**src/wsi_pkg.sv**
```systemverilog
/*
 package of the watchdog status indicator: register map, field positions,
 reset values and timing counts at a 200 MHz pclk.
 assumes nothing of its surroundings.
*/
`default_nettype none
package wsi_pkg;
   localparam int unsigned CLK_HZ           = 200_000_000;
   localparam int unsigned TICK_HZ          = 1000;
   localparam int unsigned TICK_DIV         = CLK_HZ / TICK_HZ;
   // times in milliseconds, counted in ticks; the power-on delay in seconds
   localparam int unsigned SLOW_MS          = 1000;
   localparam int unsigned ARMED_MS         = 500;
   localparam int unsigned NEAR_MS          = 100;
   localparam int unsigned ACT_PULSE_MS     = 50;
   localparam int unsigned HEALTH_MS        = 500;
   localparam int unsigned FAULT_MS         = 1000;
   localparam int unsigned FAULT_HALF_MS    = 100;
   localparam int unsigned BEEP_MS          = 200;
   localparam int unsigned BEEP_PERIOD_MS   = 1000;
   localparam int unsigned NEAR_WINDOW_MS   = 4000;
   localparam int unsigned POD_DEFAULT_S    = 150;
   // register byte addresses
   localparam logic [7:0] CTRL_ADDR  = 8'h00;
   localparam logic [7:0] POD_ADDR   = 8'h04;
   localparam logic [7:0] BEEP_ADDR  = 8'h08;
   localparam logic [7:0] STAT_ADDR  = 8'h0C;
   localparam logic [7:0] IRQS_ADDR  = 8'h10;
   localparam logic [7:0] MASK_ADDR  = 8'h14;
   // ctrl fields
   localparam int CTRL_BUZ_DIS  = 0;
   localparam int CTRL_TRIP_CLR = 1;
   // irq status fields
   localparam int IRQ_TRIP   = 0;
   localparam int IRQ_ARMED  = 1;
   localparam int IRQ_TEMP   = 2;
   localparam int IRQ_FAULT  = 3;
   localparam int IRQ_W      = 4;
   localparam logic [15:0] BEEP_RESET_VAL = 16'h00C8;
   typedef enum logic [1:0]
   {
      WSI_POD   = 2'b00,
      WSI_ARMED = 2'b01,
      WSI_NEAR  = 2'b10,
      WSI_TRIP  = 2'b11
   } wsi_state_type;
endpackage
`default_nettype wire

```
**src/wsi_tick.sv**
```systemverilog
/*
 free-running divider giving a one-cycle millisecond enable.
 assumes pclk at the package rate.
*/
`timescale 1ns/100ps
`default_nettype none
module wsi_tick
#(
   parameter int unsigned DIV = 200000
)
(
   input  wire logic pclk,
   input  wire logic presetn,
   output logic      tick
);
   logic [31:0] cnt_q;
   always_ff @(posedge pclk or negedge presetn)
   begin
      if (!presetn)
      begin
         cnt_q <= 32'h0;
         tick  <= 1'b0;
      end
      else
      begin
         tick  <= (cnt_q == DIV - 1);
         cnt_q <= (cnt_q == DIV - 1) ? 32'h0 : cnt_q + 32'h1;
      end
   end
endmodule // wsi_tick
`default_nettype wire

```
**src/wsi_top.sv**
```systemverilog
/*
 watchdog status indicator: top LED, latched trip LED, activity LED and
 buzzer sequencing, with an APB register slave and an interrupt.
 assumes watchdog core inputs synchronous to pclk and pulses one cycle wide.
*/
//
// Contract
// - top led 1 s toggle during power-on delay
// - power-on delay default 150 s, programmable
// - armed: top led half-second flash
// - within 4 s of expiry: 0.1 s flash
// - after trip back to slow toggle
// - trip latches bottom led until cleared
// - retrigger gives short activity pulse
// - self-check: one 0.5 s flash or 1 s flashing
// - temp level1 beeps, level2 steady buzzer
// - brief beep at power-up and trip
// - fault adds one second beep
// - buzzer disable and reset beep length
`timescale 1ns/100ps
`default_nettype none
module wsi_top
   import wsi_pkg::*;
#(
   parameter int unsigned TICK_DIV_P = wsi_pkg::TICK_DIV
)
(
   input  wire logic        pclk,
   input  wire logic        presetn,
   input  wire logic        psel,
   input  wire logic        penable,
   input  wire logic        pwrite,
   input  wire logic [7:0]  paddr,
   input  wire logic [31:0] pwdata,
   output logic      [31:0] prdata,
   output logic             pready,
   output logic             pslverr,
   input  wire logic        panel_reset,
   input  wire logic        wd_trip,
   input  wire logic        wd_retrigger,
   input  wire logic        ext_trigger,
   input  wire logic [15:0] wd_remaining_ms,
   input  wire logic        self_check_done,
   input  wire logic        self_check_fault,
   input  wire logic        temp_trip1,
   input  wire logic        temp_trip2,
   output logic             wd_armed,
   output logic             top_led,
   output logic             bottom_led,
   output logic             activity_trip_led,
   output logic             buzzer,
   output logic             irq
);
   import wsi_pkg::*;

   wsi_state_type state_q;
   logic          tick;
   logic [31:0]   ms_q;
   logic [15:0]   sec_q;
   logic [15:0]   pod_len_q;
   logic [15:0]   beep_len_q;
   logic          buz_dis_q;
   logic [IRQ_W-1:0] irqs_q;
   logic [IRQ_W-1:0] mask_q;
   logic          ext_q;
   logic [15:0]   act_q;
   logic [15:0]   chk_q;
   logic          chk_fault_q;
   logic [15:0]   beep_q;
   logic [15:0]   phase_q;
   logic          led_q;

   wsi_tick #(.DIV(TICK_DIV_P)) u_tick
   (
      .pclk    (pclk),
      .presetn (presetn),
      .tick    (tick)
   );

   function automatic logic [15:0] half_ms(input int unsigned ms);
      return 16'(ms);
   endfunction

   // apb decode
   wire wr_acc   = psel && penable && pwrite;
   wire rd_setup = psel && !penable && !pwrite;
   wire hit_ctrl = (paddr == CTRL_ADDR);
   wire hit_pod  = (paddr == POD_ADDR);
   wire hit_beep = (paddr == BEEP_ADDR);
   wire hit_stat = (paddr == STAT_ADDR);
   wire hit_irqs = (paddr == IRQS_ADDR);
   wire hit_mask = (paddr == MASK_ADDR);
   wire mapped   = hit_ctrl | hit_pod | hit_beep | hit_stat | hit_irqs | hit_mask;
   wire sw_trip_clr = wr_acc && hit_ctrl && pwdata[CTRL_TRIP_CLR];
   wire ext_rise = ext_trigger && !ext_q;
   wire retrig   = wd_retrigger || ext_rise;
   wire near_exp = (wd_remaining_ms <= 16'(NEAR_WINDOW_MS));
   // at or past the length, so a shortened delay still ends
   wire pod_done = tick && (sec_q >= pod_len_q);
   wire [15:0] half_len = (state_q == WSI_ARMED) ? half_ms(ARMED_MS)
                        : (state_q == WSI_NEAR)  ? half_ms(NEAR_MS)
                        : half_ms(SLOW_MS);
   wire [IRQ_W-1:0] irq_ev = {self_check_done && self_check_fault, temp_trip1,
                              pod_done && state_q == WSI_POD, wd_trip};
   wire [31:0] rd_mux =
        hit_ctrl ? {31'h0, buz_dis_q}
      : hit_pod  ? {16'h0, pod_len_q}
      : hit_beep ? {16'h0, beep_len_q}
      : hit_stat ? {26'h0, temp_trip2, temp_trip1, bottom_led, chk_fault_q,
                    state_q}
      : hit_irqs ? {28'h0, irqs_q}
      : hit_mask ? {28'h0, mask_q}
      : 32'h0;

   always_ff @(posedge pclk or negedge presetn)
   begin
      if (!presetn)
      begin
         prdata     <= 32'h0;
         pready     <= 1'b0;
         pslverr    <= 1'b0;
         pod_len_q  <= 16'(POD_DEFAULT_S);
         beep_len_q <= BEEP_RESET_VAL;
         buz_dis_q  <= 1'b0;
         mask_q     <= '0;
      end
      else
      begin
         pready  <= psel && !penable;
         pslverr <= psel && !penable && !mapped;
         if (rd_setup)
            prdata <= rd_mux;
         if (wr_acc && hit_ctrl)
            buz_dis_q <= pwdata[CTRL_BUZ_DIS];
         if (wr_acc && hit_pod)
            pod_len_q <= pwdata[15:0];
         if (wr_acc && hit_beep)
            beep_len_q <= pwdata[15:0];
         if (wr_acc && hit_mask)
            mask_q <= pwdata[IRQ_W-1:0];
      end
   end

   // sticky status: a set in the clear cycle wins
   always_ff @(posedge pclk or negedge presetn)
   begin
      if (!presetn)
      begin
         irqs_q <= '0;
         irq    <= 1'b0;
      end
      else
      begin
         irqs_q <= (irqs_q & ~((wr_acc && hit_irqs) ? pwdata[IRQ_W-1:0] : '0)) | irq_ev;
         irq    <= |(irqs_q & mask_q);
      end
   end

   // watchdog state; timing from the single tick
   always_ff @(posedge pclk or negedge presetn)
   begin
      if (!presetn)
      begin
         state_q <= WSI_POD;
         ms_q    <= 32'h0;
         sec_q   <= 16'h0;
      end
      else
      begin
         if (tick)
         begin
            ms_q <= (ms_q == 32'(SLOW_MS - 1)) ? 32'h0 : ms_q + 32'h1;
            if (state_q == WSI_POD && ms_q == 32'(SLOW_MS - 1))
               sec_q <= sec_q + 16'h1;
         end
         unique case (state_q)
            WSI_POD:
               if (pod_done)
                  state_q <= WSI_ARMED;
            WSI_ARMED, WSI_NEAR:
               if (wd_trip)
                  state_q <= WSI_TRIP;
               else
                  state_q <= near_exp ? WSI_NEAR : WSI_ARMED;
            WSI_TRIP:
            begin
               state_q <= WSI_POD;
               sec_q   <= 16'h0;
            end
         endcase
      end
   end

   // top led phase and latched trip led
   always_ff @(posedge pclk or negedge presetn)
   begin
      if (!presetn)
      begin
         phase_q    <= 16'h0;
         led_q      <= 1'b0;
         top_led    <= 1'b0;
         bottom_led <= 1'b0;
         wd_armed   <= 1'b0;
      end
      else
      begin
         if (tick)
         begin
            if (phase_q + 16'h1 >= half_len)
            begin
               phase_q <= 16'h0;
               led_q   <= !led_q;
            end
            else
               phase_q <= phase_q + 16'h1;
         end
         top_led  <= led_q;
         wd_armed <= (state_q == WSI_ARMED) || (state_q == WSI_NEAR);
         if (wd_trip)
            bottom_led <= 1'b1;
         else if (panel_reset || sw_trip_clr)
            bottom_led <= 1'b0;
      end
   end

   // activity led: retrigger pulse and self-check report
   always_ff @(posedge pclk or negedge presetn)
   begin
      if (!presetn)
      begin
         ext_q             <= 1'b0;
         act_q             <= 16'h0;
         chk_q             <= 16'h0;
         chk_fault_q       <= 1'b0;
         activity_trip_led <= 1'b0;
      end
      else
      begin
         ext_q <= ext_trigger;
         if (retrig)
            act_q <= half_ms(ACT_PULSE_MS);
         else if (tick && act_q != 16'h0)
            act_q <= act_q - 16'h1;
         if (self_check_done)
         begin
            chk_fault_q <= self_check_fault;
            chk_q <= self_check_fault ? half_ms(FAULT_MS) : half_ms(HEALTH_MS);
         end
         else if (tick && chk_q != 16'h0)
            chk_q <= chk_q - 16'h1;
         activity_trip_led <= (act_q != 16'h0)
            || (chk_q != 16'h0 && (!chk_fault_q
                || (chk_q / half_ms(FAULT_HALF_MS)) % 16'h2 == 16'h1));
      end
   end

   // buzzer
   always_ff @(posedge pclk or negedge presetn)
   begin
      if (!presetn)
      begin
         beep_q <= half_ms(BEEP_MS);
         buzzer <= 1'b0;
      end
      else
      begin
         if (wd_trip)
            beep_q <= beep_len_q;
         else if (self_check_done && self_check_fault)
            beep_q <= half_ms(FAULT_MS);
         else if (tick && beep_q != 16'h0)
            beep_q <= beep_q - 16'h1;
         buzzer <= !buz_dis_q && (temp_trip2 || beep_q != 16'h0
                   || (temp_trip1 && ms_q < 32'(BEEP_MS)));
      end
   end

   trip_led_a : assert property (@(posedge pclk) disable iff (!presetn)
      wd_trip |=> bottom_led)
      else $error("trip led not latched");
   trip_return_a : assert property (@(posedge pclk) disable iff (!presetn)
      (state_q == WSI_TRIP) |=> (state_q == WSI_POD))
      else $error("no return to delay");
   buz_dis_a : assert property (@(posedge pclk) disable iff (!presetn)
      buz_dis_q |=> !buzzer)
      else $error("buzzer sounds while disabled");
   buz_hot_a : assert property (@(posedge pclk) disable iff (!presetn)
      (temp_trip2 && !buz_dis_q) |=> buzzer)
      else $error("no steady buzzer");
   act_pulse_a : assert property (@(posedge pclk) disable iff (!presetn)
      wd_retrigger |=> ##1 activity_trip_led)
      else $error("no activity pulse");
   fault_beep_a : assert property (@(posedge pclk) disable iff (!presetn)
      (self_check_done && self_check_fault && !wd_trip) |=> beep_q == 16'(FAULT_MS))
      else $error("fault beep length wrong");
   trip_beep_a : assert property (@(posedge pclk) disable iff (!presetn)
      wd_trip |=> beep_q == $past(beep_len_q))
      else $error("reset beep length wrong");
   pod_arm_a : assert property (@(posedge pclk) disable iff (!presetn)
      (state_q == WSI_POD && !pod_done) |=> !wd_armed [*1] ##0 state_q != WSI_NEAR)
      else $error("armed during delay");
   near_a : assert property (@(posedge pclk) disable iff (!presetn)
      (state_q == WSI_ARMED && !wd_trip && near_exp) |=> state_q == WSI_NEAR)
      else $error("near state missed");
   tick_a : assert property (@(posedge pclk) disable iff (!presetn)
      tick |=> !tick)
      else $error("tick longer than a cycle");
   clr_a : assert property (@(posedge pclk) disable iff (!presetn)
      (sw_trip_clr && !wd_trip) |=> !bottom_led)
      else $error("trip led not cleared");
   half_a : assert property (@(posedge pclk) disable iff (!presetn)
      (state_q == WSI_ARMED) |-> half_len == 16'(ARMED_MS))
      else $error("armed rate wrong");
   slow_a : assert property (@(posedge pclk) disable iff (!presetn)
      (state_q == WSI_POD) |-> half_len == 16'(SLOW_MS))
      else $error("delay rate wrong");
   chk_a : assert property (@(posedge pclk) disable iff (!presetn)
      (self_check_done && !self_check_fault) |=> chk_q == 16'(HEALTH_MS))
      else $error("health flash length wrong");
endmodule // wsi_top
`default_nettype wire
```
**config.mk**
```make
export PLATFORM = sky130hd
export DESIGN_NAME = wsi_top
export DESIGN_NICKNAME = d
export VERILOG_FILES = /design/src/wsi_pkg.sv /design/src/wsi_tick.sv /design/src/wsi_top.sv
export SDC_FILE = /design/constraint.sdc
export NUM_CORES = 1
export LEC_CHECK = 0
export ABC_AREA = 1
export BUFFER_PORTS_ARGS = -buffer_cell sky130_fd_sc_hd__buf_2
export CAP_MARGIN = 0
export CELL_PAD_IN_SITES_DETAIL_PLACEMENT = 0
export CELL_PAD_IN_SITES_GLOBAL_PLACEMENT = 2
export CORE_MARGIN = 2
export CORE_UTILIZATION = 30
export DETAILED_ROUTE_END_ITERATION = 10
export GPL_TIMING_DRIVEN = 0
export HOLD_SLACK_MARGIN = 0.05
export PLACE_DENSITY_LB_ADDON = 0.1
export SYNTH_ARGS = -nofsm -noshare
export SYNTH_HDL_FRONTEND = slang
export SYNTH_SLANG_ARGS = --single-unit
```
**constraint.sdc**
```tcl
create_clock -name pclk -period 4.1 [get_ports pclk]
set_input_delay 1.025 -clock pclk [delete_from_list [all_inputs] [get_ports pclk]]
set_output_delay 1.025 -clock pclk [all_outputs]
set_load 0.01 [all_outputs]
```
; Yosys cells after proc, flatten, opt, wreduce, memory -nomap -nowiden
; Cells that the tools add are included.
; Widths: inputs -> output; s select.
[word_totals]
regBits = 231
out_inout_bits = 40
wordCells = 138
[op_classes]
add_sub_neg = 7
div = 1
order_cmp = 4
n_eq_ne = 11
muxes = 29
n_bitwise = 9
n_reduce_logical = 51
[ops]
columns = operator, count
row1 = $mux 16, 14
row2 = $add 32x1->32 const B, 2
row3 = $mux 32, 2
row4 = $reduce_bool 16->1, 3
row5 = $sub 16x1->16 const B, 3
row6 = $add 16x1->16 const B, 2
row7 = $eq 32x10->1 const B, 1
row8 = $eq 32x18->1 const B, 1
row9 = $lt 32x8->1 const B, 1
row10 = $mux 10, 3
row11 = $logic_and 1x1->1, 22
row12 = $div 16x7->16 const B, 1
row13 = $eq 8x4->1 const B, 2
row14 = $eq 8x5->1 const B, 2
row15 = $ge 16x10->1, 1
row16 = $ge 16x16->1, 1
row17 = $le 16x12->1 const B, 1
row18 = $mux 4, 3
row19 = $reduce_bool 2->1, 5
row20 = $and 4x4->4, 2
row21 = $eq 8x3->1 const B, 1
row22 = $logic_not 8->1, 1
row23 = $logic_not 1->1, 7
row24 = $logic_or 1x1->1, 7
row25 = other kinds (15), 24

; Logic depth before layout (Yosys ltp)
[depth]
word_depth = 8
ltp_mapped = 51
depth_no_buf = 51

; By module
; From an unflattened synthesis, not the netlist that was laid out.
[unflattened]
hier_cells = 1767
area_unflattened_um2 = 13193.9
[by_module_without_submodules]
columns = module, n_inst, cells_each, area_each_um2
row1 = wsi_top, 1, 1478, 11204.5
row2 = wsi_tick, 1, 289, 1989.4

; Worst setup path before layout
; Ideal clock, no wire load.
[synth_timing]
path_kind = register to register
from = reg chk_q[12]
to = reg activity_trip_led
arrival_time_ps = 3925
path_slack_ps = 59
stages_incl_launch_ff = 43
path_buffers = 0
synth_period_minus_slack_ps = 4041
cell_sequence = dfrtp_1 nor2_2 nand2_4 a21oi_4 inv_2 nand2_1 nand2_2 a21boi_4 nor2_2 nand2_2 nand2_2 nand2_2 nand4_2 nand3_4 nand2_4 nand2_1 nand2_1 nor2_4 [7 not listed] nand2_2 nand3_1 nand3_2 nand3_2 nand2_1 nand2_2 nor2_4 nand2_4 nand3_1 nand2_2 nor2_2 nand2_1 nand3_1 nand2_1 nor2_1 nand2_1 nand2_1 nand2_1
[synth_between]
elab_chain_cells = 4
word_cells_on_any_way = 5
[synth_rtl]
columns = item, line
row1 = "start, declared", wsi_top.sv:67  ; logic [15:0] chk_q;
row2 = "start signal, assigned", wsi_top.sv:247  ; chk_q <= self_check_fault ? half_ms(FAULT_MS) : half_ms(HEALTH_MS);
row3 = "start signal, assigned", wsi_top.sv:250  ; chk_q <= chk_q - 16'h1;
row4 = $div 16x7->16, wsi_top.sv:253  ; || (chk_q / half_ms(FAULT_HALF_MS)) % 16'h2 == 16'h1));
row5 = $logic_or 1x1->1, wsi_top.sv:253
row6 = $logic_and 1x1->1 (*), wsi_top.sv:252  ; || (chk_q != 16'h0 && (!chk_fault_q
row7 = $logic_or 1x1->1 (*), wsi_top.sv:252
row8 = "end signal, assigned", wsi_top.sv:251  ; activity_trip_led <= (act_q != 16'h0)
row9 = "end, declared", wsi_top.sv:50  ; output logic activity_trip_led,
; Every way passes the cells marked *; elsewhere a longest branch is shown, timed or not.
; A chain may end at the register's enable or synchronous reset.

; Final worst setup path
; Ends and elaborated chain as after synthesis.

==> results.ini <==
[grt]
overflow=0
antenna_found_initial=1
grt_start_max_net_pins=110
grt_pass1_wl_um=58410
first_global_vias=10900
grt_util_all_layers=0.1642

[logic_synthesis]
netlist_instances=1638
synth.most_common_cell=nand2_1
async_flop_share=1.000
synth_area_per_cell_um2=7.752
synth_top_cells_by_count=290 x nand2_1, 266 x inv_1, 205 x dfrtp_1
synth_cell_types=61
ys_ff_latch=215
syn_area_um2=12700
ys_seq_area_frac=0.4247
yosysTopAreaCellShare=0.4040
yosys-top-cells-area=dfrtp_1 40%, nand2_1 8.6%, inv_1 7.9%, o21ai_0 5.6%, nor2_1 4.3%
yosysTopAreaCell=dfrtp_1
dominantRegCellSynth=dfrtp_1
ys.warnings.count=0
synth-edff-count=0

[floorplan]
core_area_um2=41850
num_rows=75
die-width_um=209.7
io_pins=109
die_area_um2=43990
start_util=0.3034
dieHeight_um=209.7

[setup_path]
critPathArrivalTime_ps=5090
setup.worst_path.class=flip-flop to flip-flop
cp_max_fo=6
path_common_cell=nand2_4
max_stage_delay_ps=450
crit_path_end_kind=flip-flop
critPathRequiredTime_ps=4560
start_kind=flip-flop
reg2reg_slack_ps=-530
crit_slowest_cell=dfrtp_2

[clock_tree]
holdBufCountCts=0
htree_levels=1
clock_sinks=215
cts_buffers=28
clock_latency_ps=580
root_buffer=clkbuf_16
clockBufferDepth=3
cts_tree=yes
clk_pin_slew_ps=60

[timing]
rsz0062_at_grt=true
relSlewSlack=0.3829
worst_slack_ps=-529.5
setup_viol=1
tightestPinTransition_ps=925.6
layout_worst_path_cycle_share=1.129
clock.fmax_mhz=216.0
finalCriticalPeriod_ps=4630
clock_skew_ps=30.91
final_hold_viol_count=0
drv_slew=0
tns_ps=-529.5

[finish]
stdcell_count=2348
fill_cells=4451
syn_to_final_growth_pct=21.60
nNetsFinal=1890
final_area_um2=15440
multi_input_area_um2=6518
register_area_um2=5396
layout-drive-gt1-share=0.1698

[placed_design]
dp_cells=2269
gp_congestion=0.7802
place_area_um2=13870
dpl.hpwl_um=26380
port_buffers=75

[route]
avgRoutedWirePerCell_um=15.24
vias=11030
via_per_inst=4.699
first_pass_iters=5
ant_nets=0
drc=0
drt-total-wl_um=35790
drt_iter0_drc=549

[job]
max_cap_viol_count=0

[min_path]
hp-class=input port to asynchronous set/reset pin

[power_and_ir_drop]
p_leak_nw=7.304
p_per_area_nw_per_um2=329.7
peakVddDrop_uv=260.5

[run_status]
violations=setup timing
status=complete, but fails checks

## through the flow
stage          hold WS (ps)  utilization  setup slack [ps]  total power, mW
3_3_place_gp          393.2       0.3298             -2301            2.634
6_report              371.4       0.3689            -529.5            5.090
4_1_cts               367.6       0.3578            -524.1            5.168
3_5_place_dp          399.7       0.3314            -801.2            2.641
2_1_floorplan         372.9            -             58.71            2.469
5_1_grt               389.5       0.3689            -927.1            5.329
## worst paths after layout
path / from / end / depth (start not counted)
max: chk_q[12]$_DFFE_PN0P_ / activity_trip_led$_DFF_PN0_ / 43
max reg2reg: chk_q[12]$_DFFE_PN0P_ / activity_trip_led$_DFF_PN0_ / 43
min: presetn / u_tick.cnt_q[6]$_DFF_PN0_ / 1
max in group asynchronous: presetn / beep_q[8]$_DFFE_PN0P_ / 2
min reg2reg: led_q$_DFFE_PN0P_ / top_led$_DFF_PN0_ / 0
min in group pclk: led_q$_DFFE_PN0P_ / top_led$_DFF_PN0_ / 0
## power breakdown
part           internal [mW]  total [mW]  switching [mW]
Combinational          0.146       0.438           0.293
Clock                   1.48        2.46           0.987
Sequential              2.16        2.19          0.0282
## area by class of cell
cell class,instances,area share
clock buffers,43,0.05226
diodes,1,0.0001621
repair buffers,103,0.04116
inverters,282,0.06961
multi-input cells,1114,0.4221
plain buffers,42,0.01450
clock inverters,9,0.007050
well taps,539,0.04368
flip-flops and latches,215,0.3495
## registers in the layout, summed over array words and instances, names as in the netlist, 16 cells and up
register      count
u_tick.cnt_q     32
ms_q             32
beep_len_q       16
prdata           16
act_q            16
chk_q            16
beep_q           16
sec_q            16
pod_len_q        16
phase_q          16
## what timing repair did
| action | 4_1_cts | 5_1_grt |
|---|---|---|
| setup buffers | 11 | 15 |
| gates resized for setup | 26 | 78 |
| pin swaps | 13 | 47 |
| endpoints found under the setup margin | 1 | 5 |
| gates cloned | 1 | 0 |
## per-layer routing
metal,share of wire,vias to the layer above,global-route usage
met5,0,-,0
met4,0.020,0,0.03644
met3,0.032,43,0.02245
met2,0.43,150,0.2532
met1,0.52,5164,0.2435
li1,-,5676,-
## cells in the final DEF, fill, tap and decap left out, types with 35 or more instances in the layout
cell type / count
xor2_1: 48
ha_1: 35
dfrtp_1: 202
buf_4: 43
nand2_1: 265
nand4_1: 45
buf_2: 76
nor3_1: 54
a21oi_1: 62
o21ai_0: 141
inv_1: 262
nor2_1: 143
nand3_1: 73
## critical path: cells and delay by family (launching register included)
family	cells	cell delay, ps
buffers and inverters	4	320
AND/OR/NAND/NOR	35	3250
AO/OA/AOI/OAI	4	520
flip-flops	1	450
## cell families (layout without fill, tap and decap cells)
group	after synthesis	count (layout)	share of synthesized area
adders and majority gates	35	35	0.03449
DFF	215	215	0.4247
xor gates and xnor gates	64	64	0.04473
AOI/OAI and AO/OA	280	280	0.1260
other	1	17	0.0002953
buffers and inverters	325	479	0.1015
and+or+nand+nor	718	719	0.2683
(Power assumes the default switching activity.)
